[config.mk]
export PLATFORM = sky130hd
export DESIGN_NAME = sfpbm_core
export DESIGN_NICKNAME = d
export VERILOG_FILES = /design/src/rtl/sfpbm_core.v
export VERILOG_INCLUDE_DIRS = /design/src /design/src/rtl
export SDC_FILE = /design/constraint.sdc
export NUM_CORES = 1
export LEC_CHECK = 0
export BUFFER_PORTS_ARGS = -buffer_cell sky130_fd_sc_hd__buf_2
export CAP_MARGIN = 20
export CORE_ASPECT_RATIO = 2
export CORE_MARGIN = 2
export CORE_UTILIZATION = 50
export CTS_BUF_LIST = sky130_fd_sc_hd__clkbuf_4
export DETAILED_ROUTE_END_ITERATION = 7
export GPL_ROUTABILITY_DRIVEN = 1
export PLACE_DENSITY = 0.81
export SYNTH_ARGS = -nofsm -noshare
export SYNTH_HDL_FRONTEND = slang
export SYNTH_SLANG_ARGS = --single-unit
export TNS_END_PERCENT = 100
[constraint.sdc]
create_clock -name clk_in -period 3.6 [get_ports clk_in]
set_input_delay 1.08 -clock clk_in [delete_from_list [all_inputs] [get_ports clk_in]]
set_output_delay 1.08 -clock clk_in [all_outputs]
set_load 0.05 [all_outputs]
[src/rtl/sfpbm_map.vh]
`ifndef SFPBM_MAP_VH
`define SFPBM_MAP_VH

// command codes
`define SFPBM_OP_WRITE_ON 8'h06
`define SFPBM_OP_WRDI 8'h04
`define SFPBM_OP_QUAD_ENTER 8'h35
`define SFPBM_OP_QUAD_EXIT 8'hf5
`define SFPBM_OP_READ 8'h03
`define SFPBM_OP_PROG 8'h02
`define SFPBM_OP_SE 8'h20
`define SFPBM_OP_BE32 8'h52
`define SFPBM_OP_BE64 8'hd8
`define SFPBM_OP_CE_A 8'h60
`define SFPBM_OP_CE_B 8'hc7
// plain defaults, codes not fixed elsewhere
`define SFPBM_OP_SEC_ENTER 8'hb1
`define SFPBM_OP_SEC_EXIT 8'hc1
`define SFPBM_OP_SEC_WRITE 8'h2f
`define SFPBM_OP_SEC_READ 8'h2b

// erase kinds
`define SFPBM_ER_SECTOR 2'h0
`define SFPBM_ER_BLK32 2'h1
`define SFPBM_ER_BLK64 2'h2
`define SFPBM_ER_CHIP 2'h3

// protection levels and array layout
`define SFPBM_LVL_NONE 4'h0
`define SFPBM_LVL_MAXPART 4'h8
`define SFPBM_BLK_LAST 8'hff
`define SFPBM_ADDR_BYTES 3'h3

// one-time area: offset bit 9 picks the region
`define SFPBM_OTP_REGION_BIT 9
`define SFPBM_OTP_CUST_LO 10'h000
`define SFPBM_OTP_CUST_HI 10'h1ff
`define SFPBM_OTP_FACT_LO 10'h200
`define SFPBM_OTP_FACT_HI 10'h3ff

// security register fields
`define SFPBM_SEC_FACT_BIT 0
`define SFPBM_SEC_CUST_BIT 1

`endif

[src/rtl/sfpbm_core.v]
`timescale 1ns/10ps
`include "sfpbm_map.vh"

// Summary of operation
// top select 0: level n locks top blocks
// top select 1: level n locks bottom blocks
// levels 9 to 15 lock every block
// two lockable 4K-bit one-time regions
// customer 000-1FF, factory 200-3FF offsets
// security bit 0 shows factory lock
// security write sets customer lock bit 1
// enter secure area, program, then exit
// locked one-time region never changes again; reset clears cust_lock_reg, so the customer half can be programmed again
// secure mode blocks main array access
// address splits into sector and blocks
// invalid command: ignore until select falls
// valid command: active until select rises
// sample on rising, launch on falling
// reads may end after any bit
// write-type commands need byte-aligned end
// busy: array access ignored, op undisturbed
// host checks status before commands
// 35h in single mode enters quad
// F5h in quad mode returns single
// host keeps select high after switch
// level bits and select define region
// changes need write enable latch first
// select high and idle means standby
// protected target: command silently dropped
// reset: single mode, secure mode off
module sfpbm_core (
	input wire clk_in,
	input wire rstn_in,
	input wire sclk_in,
	input wire cs_n_in,
	input wire [3:0] sio_in,
	input wire prot_level_b3_in,
	input wire prot_level_b2_in,
	input wire prot_level_b1_in,
	input wire prot_level_b0_in,
	input wire top_bottom_sel_in,
	input wire factory_lock_in,
	input wire busy_flag_in,
	output reg [3:0] sio_out,
	output reg [3:0] sio_oe_out,
	output reg active_out,
	output reg reject_out,
	output reg read_req_out,
	output reg prog_req_out,
	output reg erase_req_out,
	output reg [1:0] erase_kind_out,
	output reg otp_sel_out,
	output reg [23:0] addr_out,
	output reg [11:0] sector_out,
	output reg [8:0] blk32_out,
	output reg [7:0] blk64_out,
	output reg write_enable_latch_out,
	output reg quad_command_mode_out,
	output reg secure_mode_out,
	output reg [7:0] security_reg_out
);

localparam ST_IDLE = 2'h0;
localparam ST_CMD = 2'h1;
localparam ST_ACT = 2'h2;
localparam ST_IGN = 2'h3;

reg [2:0] sclk_sync_reg;
reg [2:0] cs_sync_reg;
reg [3:0] sio_s1_reg;
reg [3:0] sio_s2_reg;
reg [1:0] state_reg;
reg [7:0] shift_reg;
reg [2:0] bitpos_reg;
reg [2:0] hdr_cnt_reg;
reg [7:0] op_reg;
reg [23:0] addr_reg;
reg [7:0] out_sh_reg;
reg cust_lock_reg;
reg fact_lock_reg;

wire sclk_rise;
wire sclk_fall;
wire cs_fall;
wire cs_rise;
wire [3:0] level;
wire [7:0] byte_now;
wire [2:0] bitpos_now;
wire byte_done;
wire otp_locked;
wire blk_prot;
wire is_write_type;
wire is_read_type;

// edges only from the settled stages, never stage one
assign sclk_rise = sclk_sync_reg[1] & ~sclk_sync_reg[2];
assign sclk_fall = ~sclk_sync_reg[1] & sclk_sync_reg[2];
assign cs_fall = ~cs_sync_reg[1] & cs_sync_reg[2];
assign cs_rise = cs_sync_reg[1] & ~cs_sync_reg[2];

assign level = {prot_level_b3_in, prot_level_b2_in,
	prot_level_b1_in, prot_level_b0_in};

// one bit or one nibble per rising clock edge
assign byte_now = quad_command_mode_out ?
	{shift_reg[3:0], sio_s2_reg} :
	{shift_reg[6:0], sio_s2_reg[0]};
assign bitpos_now = quad_command_mode_out ?
	bitpos_reg + 3'h4 : bitpos_reg + 3'h1;
assign byte_done = (bitpos_now == 3'h0);

// a set lock, customer or factory, freezes its half
assign otp_locked = addr_reg[`SFPBM_OTP_REGION_BIT] ?
	fact_lock_reg : cust_lock_reg;

// block lock decode on the 64K block index
function prot_hit;
	input [7:0] blk;
	input [3:0] lvl;
	input tb;
	reg [8:0] size;
	begin
		size = 9'h001 << (lvl - 4'h1);
		if (lvl == `SFPBM_LVL_NONE)
			prot_hit = 1'b0;
		else if (lvl > `SFPBM_LVL_MAXPART)
			prot_hit = 1'b1;
		else if (tb)
			prot_hit = ({1'b0, blk} < size);
		else
			prot_hit = ({1'b0, `SFPBM_BLK_LAST - blk} < size);
	end
endfunction

assign blk_prot = prot_hit(addr_reg[23:16], level,
	top_bottom_sel_in);

// which codes the current command mode accepts
function op_valid;
	input [7:0] op;
	input quad;
	begin
		case (op)
			`SFPBM_OP_QUAD_ENTER: op_valid = ~quad;
			`SFPBM_OP_QUAD_EXIT: op_valid = quad;
			`SFPBM_OP_READ: op_valid = ~quad;
			`SFPBM_OP_WRITE_ON, `SFPBM_OP_WRDI,
			`SFPBM_OP_PROG, `SFPBM_OP_SE,
			`SFPBM_OP_BE32, `SFPBM_OP_BE64,
			`SFPBM_OP_CE_A, `SFPBM_OP_CE_B,
			`SFPBM_OP_SEC_ENTER, `SFPBM_OP_SEC_EXIT,
			`SFPBM_OP_SEC_WRITE, `SFPBM_OP_SEC_READ:
				op_valid = 1'b1;
			default: op_valid = 1'b0;
		endcase
	end
endfunction

assign is_read_type = (op_reg == `SFPBM_OP_READ) |
	(op_reg == `SFPBM_OP_SEC_READ);
assign is_write_type = ~is_read_type;

// pin synchronisers, two stages plus one for edges
always @(posedge clk_in) begin
	if (!rstn_in) begin
		sclk_sync_reg <= 3'h0;
		cs_sync_reg <= 3'h7;
		sio_s1_reg <= 4'h0;
		sio_s2_reg <= 4'h0;
	end else begin
		sclk_sync_reg <= {sclk_sync_reg[1:0], sclk_in};
		cs_sync_reg <= {cs_sync_reg[1:0], cs_n_in};
		sio_s1_reg <= sio_in;
		sio_s2_reg <= sio_s1_reg;
	end
end

// factory lock strap, resampled every clock after reset release
always @(posedge clk_in) begin
	if (!rstn_in)
		fact_lock_reg <= 1'b0;
	else
		fact_lock_reg <= factory_lock_in;
end

// frame tracking, decode and execution
always @(posedge clk_in) begin
	if (!rstn_in) begin
		state_reg <= ST_IDLE;
		shift_reg <= 8'h00;
		bitpos_reg <= 3'h0;
		hdr_cnt_reg <= 3'h0;
		op_reg <= 8'h00;
		addr_reg <= 24'h000000;
		cust_lock_reg <= 1'b0;
		write_enable_latch_out <= 1'b0;
		quad_command_mode_out <= 1'b0;
		secure_mode_out <= 1'b0;
		active_out <= 1'b0;
		reject_out <= 1'b0;
		read_req_out <= 1'b0;
		prog_req_out <= 1'b0;
		erase_req_out <= 1'b0;
		erase_kind_out <= `SFPBM_ER_SECTOR;
		otp_sel_out <= 1'b0;
		addr_out <= 24'h000000;
		sector_out <= 12'h000;
		blk32_out <= 9'h000;
		blk64_out <= 8'h00;
	end else begin
		reject_out <= 1'b0;
		read_req_out <= 1'b0;
		prog_req_out <= 1'b0;
		erase_req_out <= 1'b0;
		if (cs_fall) begin
			// every frame starts clean, even after ignore
			state_reg <= ST_CMD;
			bitpos_reg <= 3'h0;
			hdr_cnt_reg <= 3'h0;
			shift_reg <= 8'h00;
		end else if (cs_rise) begin
			state_reg <= ST_IDLE;
			active_out <= 1'b0;
			if (state_reg == ST_ACT && is_write_type) begin
				if (bitpos_reg != 3'h0)
					reject_out <= 1'b1;
				else begin
					case (op_reg)
						`SFPBM_OP_WRITE_ON:
							write_enable_latch_out <= 1'b1;
						`SFPBM_OP_WRDI:
							write_enable_latch_out <= 1'b0;
						`SFPBM_OP_QUAD_ENTER:
							quad_command_mode_out <= 1'b1;
						`SFPBM_OP_QUAD_EXIT:
							quad_command_mode_out <= 1'b0;
						`SFPBM_OP_SEC_ENTER:
							secure_mode_out <= 1'b1;
						`SFPBM_OP_SEC_EXIT:
							secure_mode_out <= 1'b0;
						`SFPBM_OP_SEC_WRITE: begin
							if (write_enable_latch_out &&
								!busy_flag_in) begin
								cust_lock_reg <= 1'b1;
								write_enable_latch_out <= 1'b0;
							end
						end
						`SFPBM_OP_PROG: begin
							// needs address plus at least one data byte
							if (write_enable_latch_out && !busy_flag_in &&
								hdr_cnt_reg > `SFPBM_ADDR_BYTES) begin
								if (secure_mode_out ? !otp_locked
									: !blk_prot) begin
									prog_req_out <= 1'b1;
									otp_sel_out <= secure_mode_out;
									write_enable_latch_out <= 1'b0;
								end
							end
						end
						`SFPBM_OP_SE, `SFPBM_OP_BE32,
						`SFPBM_OP_BE64: begin
							// the one-time area cannot be erased
							if (write_enable_latch_out && !busy_flag_in &&
								!secure_mode_out && !blk_prot &&
								hdr_cnt_reg == `SFPBM_ADDR_BYTES) begin
								erase_req_out <= 1'b1;
								otp_sel_out <= 1'b0;
								erase_kind_out <=
									(op_reg == `SFPBM_OP_SE) ?
									`SFPBM_ER_SECTOR :
									(op_reg == `SFPBM_OP_BE32) ?
									`SFPBM_ER_BLK32 : `SFPBM_ER_BLK64;
								write_enable_latch_out <= 1'b0;
							end
						end
						`SFPBM_OP_CE_A, `SFPBM_OP_CE_B: begin
							// any protection level blocks chip erase
							if (write_enable_latch_out && !busy_flag_in &&
								!secure_mode_out &&
								level == `SFPBM_LVL_NONE &&
								hdr_cnt_reg == 3'h0) begin
								erase_req_out <= 1'b1;
								otp_sel_out <= 1'b0;
								erase_kind_out <= `SFPBM_ER_CHIP;
								write_enable_latch_out <= 1'b0;
							end
						end
						default: begin
						end
					endcase
				end
			end
		end else if (sclk_rise &&
			(state_reg == ST_CMD || state_reg == ST_ACT)) begin
			shift_reg <= byte_now;
			bitpos_reg <= bitpos_now;
			if (byte_done && state_reg == ST_CMD) begin
				op_reg <= byte_now;
				if (op_valid(byte_now, quad_command_mode_out)) begin
					state_reg <= ST_ACT;
					active_out <= 1'b1;
				end else begin
					state_reg <= ST_IGN;
					reject_out <= 1'b1;
				end
			end else if (byte_done) begin
				if (hdr_cnt_reg < `SFPBM_ADDR_BYTES)
					addr_reg <= {addr_reg[15:0], byte_now};
				if (hdr_cnt_reg != 3'h7)
					hdr_cnt_reg <= hdr_cnt_reg + 3'h1;
				// third address byte completes the target
				if (hdr_cnt_reg == 3'h2) begin
					addr_out <= {addr_reg[15:0], byte_now};
					sector_out <= {addr_reg[15:4]};
					blk32_out <= {addr_reg[15:7]};
					blk64_out <= addr_reg[15:8];
					if (op_reg == `SFPBM_OP_READ && !busy_flag_in) begin
						read_req_out <= 1'b1;
						otp_sel_out <= secure_mode_out;
					end
				end
			end
		end
	end
end

// security register image
always @(posedge clk_in) begin
	if (!rstn_in)
		security_reg_out <= 8'h00;
	else begin
		security_reg_out <= 8'h00;
		security_reg_out[`SFPBM_SEC_FACT_BIT] <= fact_lock_reg;
		security_reg_out[`SFPBM_SEC_CUST_BIT] <= cust_lock_reg;
	end
end

// read-back driver: launched on falling clock edges;
// a select rise at any bit just releases the lines
always @(posedge clk_in) begin
	if (!rstn_in) begin
		out_sh_reg <= 8'h00;
		sio_out <= 4'h0;
		sio_oe_out <= 4'h0;
	end else if (cs_rise || cs_fall || state_reg != ST_ACT ||
		op_reg != `SFPBM_OP_SEC_READ) begin
		out_sh_reg <= {6'h00, cust_lock_reg, fact_lock_reg};
		sio_oe_out <= 4'h0;
		sio_out <= 4'h0;
	end else if (sclk_fall) begin
		if (quad_command_mode_out) begin
			sio_out <= out_sh_reg[7:4];
			sio_oe_out <= 4'hf;
			out_sh_reg <= {out_sh_reg[3:0], out_sh_reg[7:4]};
		end else begin
			sio_out <= {2'h0, out_sh_reg[7], 1'b0};
			sio_oe_out <= 4'h2;
			out_sh_reg <= {out_sh_reg[6:0], out_sh_reg[7]};
		end
	end
end

endmodule // sfpbm_core

==> flow_metrics.env, run 1 <==
export IMPL_wl_per_cell_um=15.24
export IMPL_wl_um=13970
export IMPL_yosysSeqAreaShare_pct=39.00
export IMPL_num_vias=5093
export IMPL_cp_start_kind="primary input"
export IMPL_clock_latency_ns=0.54
export IMPL_min_path_type="flip-flop to flip-flop"
export IMPL_track_usage_pct=22.54
export IMPL_first_pass_iters=6
export IMPL_async_flop_share_pct=0
export IMPL_yosysTopAreaCell="dfxtp_1"
export IMPL_die_x_um=80.50
export IMPL_synth_warnings=0
export IMPL_period_minus_slack_ns=3.161
export IMPL_yosysMostFrequentCell="dfxtp_1"
export IMPL_cts_tree="built"
export IMPL_drt_iter0_drc=265
export IMPL_core_area_mm2=0.01135
export IMPL_irDropWorstVdd_mv=0.3017
export IMPL_antenna_found_initial=1
export IMPL_dieArea_mm2=0.01264
export IMPL_crit_type="primary input to flip-flop"
export IMPL_total_power_mw=2.363
export IMPL_place_hpwl_um=10210
export IMPL_drc=0
export IMPL_rsz0062_at_grt="false"
export IMPL_grt_overflow=0
export IMPL_cts_root_buf="clkbuf_4"
export IMPL_tightestPinTransition_ns=1.057
export IMPL_finalWeightedCongestion=0.9340
export IMPL_worstPathRequired_ns=4.04
export IMPL_grt_max_degree=64
export IMPL_cts_hold_buf=0
export IMPL_layout_nets=804
export IMPL_cts_sinks=114
export IMPL_status="completed"
export IMPL_postRouteAntennaNets=0
export IMPL_syn_avg_cell_area_um2=8.242
export IMPL_powerDensity_mw_per_mm2=364.6
export IMPL_end_kind="flip-flop"
export IMPL_p_leak_nw=2.501
export IMPL_port_buffers=88
export IMPL_cp_arrival_ns=3.61
export IMPL_netlist_area_mm2=0.005852
export IMPL_path_max_fanout=7
export IMPL_max_slew_margin_rel_pct=29.46
export IMPL_rows=55
export IMPL_clock_path_buffers=2
export IMPL_nFillCells=1055
export IMPL_syn_inst=710
export IMPL_setup_tns_ns=0
export IMPL_start_util_pct=51.54
export IMPL_drv_slew=0
export IMPL_fin_worst_skew_ns=0.02397
export IMPL_synth_flop_cell="dfxtp_1"
export IMPL_io_pins=95
export IMPL_hold_viol=0
export IMPL_grt_pass1_wl_um=21800
export IMPL_max_cap_violations=0
export IMPL_cts_max_level=4
export IMPL_post_cts_setup_buffers=0
export IMPL_drive_gt1_share_pct=20.93
export IMPL_fmax_mhz=316.4
export IMPL_stdcell_area_mm2=0.006480
export IMPL_cts_resized=0
export IMPL_finalCritPeriodShare_pct=87.81
export IMPL_synth_edff_count=0
export IMPL_cts_buffers=17
export IMPL_grt_pass1_vias=4641
export IMPL_ys_types=71
export IMPL_synth_commonest_cells="114 x dfxtp_1, 107 x nand2_1, 69 x nor2_1"
export IMPL_area_growth_pct=10.73
export IMPL_final_core_util_pct=57.07
export IMPL_yosys_register_bits=114
export IMPL_placed_area_mm2=0.006202
export IMPL_synthTopCellsByArea="dfxtp_1 39%, nand2_1 6.9%, ha_1 6.0%, a211oi_1 5.3%, a21oi_1 5.0%"
export IMPL_finalSetupViolCount=0
export IMPL_synth_top_area_share_pct=39.00
export IMPL_clkTransAtPathRegs_ns=0.11
export IMPL_via_per_inst=5.554
export IMPL_die_y_um=157.0
-- layout make-up --
| class | count | area, um^2 | area share, % |
|---|---|---|---|
| Multi-Input combinational cell | 489 | 3032 | 46.79 |
| Sequential cell | 114 | 2282 | 35.22 |
| Timing Repair Buffer | 109 | 598.1 | 9.230 |
| Tap cell | 142 | 177.7 | 2.742 |
| Clock inverter | 15 | 147.6 | 2.278 |
| Clock buffer | 17 | 127.6 | 1.969 |
| Inverter | 30 | 112.6 | 1.738 |
| Antenna cell | 1 | 2.502 | 0.03862 |
-- placed cells by master (no fill, tap or decap), types with 4 or more instances in the layout --
cell type,netlist,final
nor3_1,11,11
nor4bb_1,4,4
ha_1,28,27
nand4b_1,4,4
and2_1,16,16
a21oi_1,58,58
a31oi_1,4,4
mux2_2,4,4
o21ai_0,11,11
conb_1,1,6
mux2i_1,20,20
nand2b_1,9,9
clkinvlp_4,0,4
inv_1,28,28
o211ai_1,4,4
inv_6,0,5
a211oi_1,41,41
clkbuf_4,0,17
buf_2,7,88
buf_4,37,21
dfxtp_1,114,114
nand3_1,14,14
nand2_1,107,107
nor2_1,69,69
nor2b_1,5,4
or4_1,4,4
-- per-stage QoR --
stage / setup slack [ns] / cells / hold WS, ns
2_1_floorplan: 0.01522 / 715 / 0.3863
3_3_place_gp: -0.03786 / 884 / 0.3904
3_5_place_dp: -0.1149 / 884 / 0.3925
4_1_cts: 0.4604 / 916 / 0.4258
5_1_grt: 0.3109 / 917 / 0.4619
6_report: 0.4390 / 917 / 0.4200
-- logic make-up (layout without fill, tap and decap cells) --
group / count (synthesis) / count (layout) / share of synthesized area (%)
other: 1 / 7 / 0.06408
buffers and inverters: 112 / 171 / 9.836
AO/OA/AOI/OAI: 151 / 151 / 17.34
AND/OR/NAND/NOR: 276 / 276 / 22.98
multiplexers: 24 / 24 / 4.191
adder cells (fa/ha/maj): 28 / 28 / 5.987
flip-flops: 114 / 114 / 39.00
XOR/XNOR: 4 / 4 / 0.5988
-- worst paths after layout --
kind | start | endpoint | slack [ns] | cells after the start
setup / recovery | prot_level_b2_in | otp_sel_out | 0.44 | 12
hold / removal | cs_sync_reg[0] | cs_sync_reg[1] | 0.42 | 1
setup reg to reg | bitpos_reg[0] | otp_sel_out | 0.69 | 10
hold reg to reg | cs_sync_reg[0] | cs_sync_reg[1] | 0.42 | 1
-- power breakdown --
part	switching [mW]	internal (mW)	leakage, nW	total (mW)
sequential	0.0110	1.27	0.922	1.28
clock	0.566	0.360	0.137	0.926
combinational	0.0966	0.0565	1.44	0.153
total	0.674	1.69	2.50	2.36
-- metal layers --
metal	global-route usage (%)	share of wire (%)
met5	0	0
met4	14.61	5.7
met3	4.989	5.0
met2	42.34	55
met1	20.98	35
-- worst max-delay path, stage by stage --
cell	delay, ns
buf_2	0.11
or4b_4	0.57
buf_4	0.16
ha_1	0.16
nor2b_1	0.12
o211ai_1	0.17
a31oi_1	0.11
a211o_1	0.33
o211ai_1	0.13
o211ai_2	0.20
and2_1	0.22
o311ai_1	0.25
No activity file was read; power rests on OpenSTA's default activity.
==> inputs of run 2 (changes only) <==
ABC_AREA = 1   (was unset)
==> flow_metrics.env, run 2 <==
export IMPL_finalCritPeriodShare_pct=76.34
export IMPL_r2r_start="state_reg[0]"
export IMPL_cts_hold_buf=0
export IMPL_final_cells=1011
export IMPL_clkTransAtPathRegs_ns=0.11
export IMPL_tightestPinTransition_ns=0.6506
export IMPL_place_hpwl_um=10130
export IMPL_max_cap_violations=0
export IMPL_layout_nets=898
export IMPL_clock_path_buffers=2
export IMPL_dieArea_mm2=0.01255
export IMPL_cp_cell_sequence="buf_2"
export IMPL_min_path_type="flip-flop to flip-flop"
export IMPL_hp_start="sio_s1_reg[1]"
export IMPL_drv_slew=0
export IMPL_synth_top_area_share_pct=39.27
export IMPL_mostFrequentLayoutCell="nand2_1"
export IMPL_max_slew_margin_rel_pct=56.56
export IMPL_die_y_um=156.5
export IMPL_worstReg2RegEnd="addr_reg[23]"
export IMPL_clock_power_share_pct=40.9
export IMPL_irDropWorstVdd_mv=0.3842
export IMPL_setup_worst_path_start="quad_command_mode_out"
export IMPL_p_leak_nw=2.913
export IMPL_synth_warnings=0
export IMPL_crit_family="flip-flops"
export IMPL_drive_gt1_share_pct=18.32
export IMPL_slowest_delay_ns=0.75
export IMPL_drt_iter0_drc=397
export IMPL_antenna_found_initial=1
export IMPL_r2r_cells=11
export IMPL_cp_slowest_cell="dfxtp_1"
export IMPL_synthTopCellsByArea="dfxtp_1 39%, nand2_1 7.8%, inv_1 7.3%, o21ai_0 6.5%, ha_1 6.0%"
export IMPL_whs_path_depth=2
export IMPL_grt_overflow=0
export IMPL_track_usage_pct=21.97
export IMPL_grt_pass1_wl_um=21520
export IMPL_cp_arrival_ns=1.67
export IMPL_period_minus_slack_ns=2.748
export IMPL_path_max_fanout=16
export IMPL_cts_resized=0
export IMPL_grt_max_degree=52
export IMPL_fmax_mhz=363.9
export IMPL_finalSetupViolCount=0
export IMPL_hold_viol=0
export IMPL_timing_hold_ws_ns=0.4177
export IMPL_area_growth_pct=9.817
export IMPL_rows=55
export IMPL_yosysMostFrequentCell="nand2_1"
export IMPL_status="completed"
export IMPL_syn_inst=799
export IMPL_cts_max_level=4
export IMPL_seq_power_share_pct=54.0
export IMPL_netlist_area_mm2=0.005812
export IMPL_fin_worst_skew_ns=0.02085
export IMPL_cts_buffers=17
export IMPL_async_flop_share_pct=0
export IMPL_placed_area_mm2=0.006081
export IMPL_syn_avg_cell_area_um2=7.274
export IMPL_setup_tns_ns=0
export IMPL_finalWeightedCongestion=0.9751
export IMPL_end_kind="output port"
export IMPL_wl_um=13350
export IMPL_synth_commonest_cells="120 x nand2_1, 114 x dfxtp_1, 113 x inv_1"
export IMPL_postRouteAntennaNets=0
export IMPL_powerDensity_mw_per_mm2=371.1
export IMPL_switchingPower_mw=0.6326
export IMPL_yosys_register_bits=114
export IMPL_worst_slack_ns=0.8517
export IMPL_power_frac_comb_pct=5.2
export IMPL_cts_root_buf="clkbuf_4"
export IMPL_start_util_pct=51.18
export IMPL_rsz0062_at_grt="false"
export IMPL_timing_critical_path_buf_inv=1
export IMPL_synth_edff_count=0
export IMPL_reg2reg_setup_slack_ns=0.96
export IMPL_place_ws_ns=0.3413
export IMPL_grt_pass1_vias=4950
export IMPL_ys_types=44
export IMPL_min_to="sio_s2_reg[1]"
export IMPL_crit_type="flip-flop to output port"
export IMPL_via_per_inst=5.283
export IMPL_yosysSeqAreaShare_pct=39.27
export IMPL_port_buffers=88
export IMPL_core_area_mm2=0.01135
export IMPL_clock_latency_ns=0.54
export IMPL_post_cts_setup_buffers=0
export IMPL_internal_power_mw=1.736
export IMPL_cts_sinks=114
export IMPL_p_sw_share_pct=26.71
export IMPL_cp_start_kind="flip-flop"
export IMPL_worstPathRequired_ns=2.52
export IMPL_final_cell_mix="120 x nand2_1, 114 x dfxtp_1, 113 x inv_1"
export IMPL_stdcell_area_mm2=0.006382
export IMPL_drc=0
export IMPL_synth_flop_cell="dfxtp_1"
export IMPL_cts_tree="built"
export IMPL_io_pins=95
export IMPL_num_vias=5341
export IMPL_placed_cells=978
export IMPL_die_x_um=80.24
export IMPL_wl_per_cell_um=13.21
export IMPL_yosysTopAreaCell="dfxtp_1"
export IMPL_first_pass_iters=7
[run 2: cell count changes after synthesis, sizes merged, moves of 19 or more]
cell    change
o21ai      +76
a211oi     -30
mux2i      -20
nor2       +29
clkbuf     -19
inv        +90
[run 2: stage by stage]
stage,power (mW),utilization [%]
6_report,2.368,56.21
5_1_grt,2.456,56.21
4_1_cts,2.394,56.19
3_5_place_dp,1.428,53.55
3_3_place_gp,1.426,53.55
2_1_floorplan,1.398,-
[run 2: worst reg2reg max path, cell delays in order, from the launching register on]
cell     delay (ns)
dfxtp_1        0.36
inv_1          0.07
ha_1           0.28
nor2_1         0.10
inv_1          0.11
nor2_4         0.28
inv_2          0.16
nor2_1         0.15
nand3_1        0.32
buf_4          0.30
o21ai_0        0.33
a21oi_1        0.07
[run 2: cell type report]
type / count / area [um^2]
inverters: 120 / 452.9
repair buffers: 96 / 500.5
multi-input cells: 506 / 2668
clock inverters: 15 / 171.4
fillers: 1099 / 4972
flip-flops and latches: 114 / 2282
well taps: 142 / 177.7
diodes: 1 / 2.502
clock buffers: 17 / 127.6
[run 2: worst max-delay path by stage]
stage,depth (start not counted),to,slack [ns]
after floorplan,17,erase_kind_out[0],0.76
after global placement,18,erase_kind_out[0],0.49
after detailed placement,17,erase_kind_out[1],0.34
after CTS,1,quad_command_mode_out,0.80
after global routing,18,erase_kind_out[1],0.61
final,1,quad_command_mode_out,0.85
[run 2: layer usage]
layer	GRT usage, %	vias up	share of wire [%]
met5	0	-	0
met3	4.498	63	4.4
met1	20.23	2418	35
met2	40.24	193	54
met4	17.19	0	6.3
li1	-	2667	-
[run 2: power groups by stage]
stage,clock [mW],combinational [mW],sequential (mW)
floorplan,0,0.0919,1.31
global placement,0,0.120,1.31
detailed placement,0,0.122,1.31
CTS,0.994,0.122,1.28
global route,1.04,0.138,1.28
finish,0.968,0.123,1.28
[run 2: logic make-up (layout without fill, tap and decap cells)]
logic type | count (synthesis) | count (layout) | synth area share (%)
other | 1 | 7 | 0.06452
buffers and inverters | 184 | 248 | 15.16
adder cells (fa/ha/maj) | 28 | 28 | 6.028
AO/OA/AOI/OAI | 187 | 187 | 17.89
flip-flops | 114 | 114 | 39.27
XOR/XNOR | 2 | 2 | 0.4307
AND/OR/NAND/NOR | 283 | 283 | 21.16
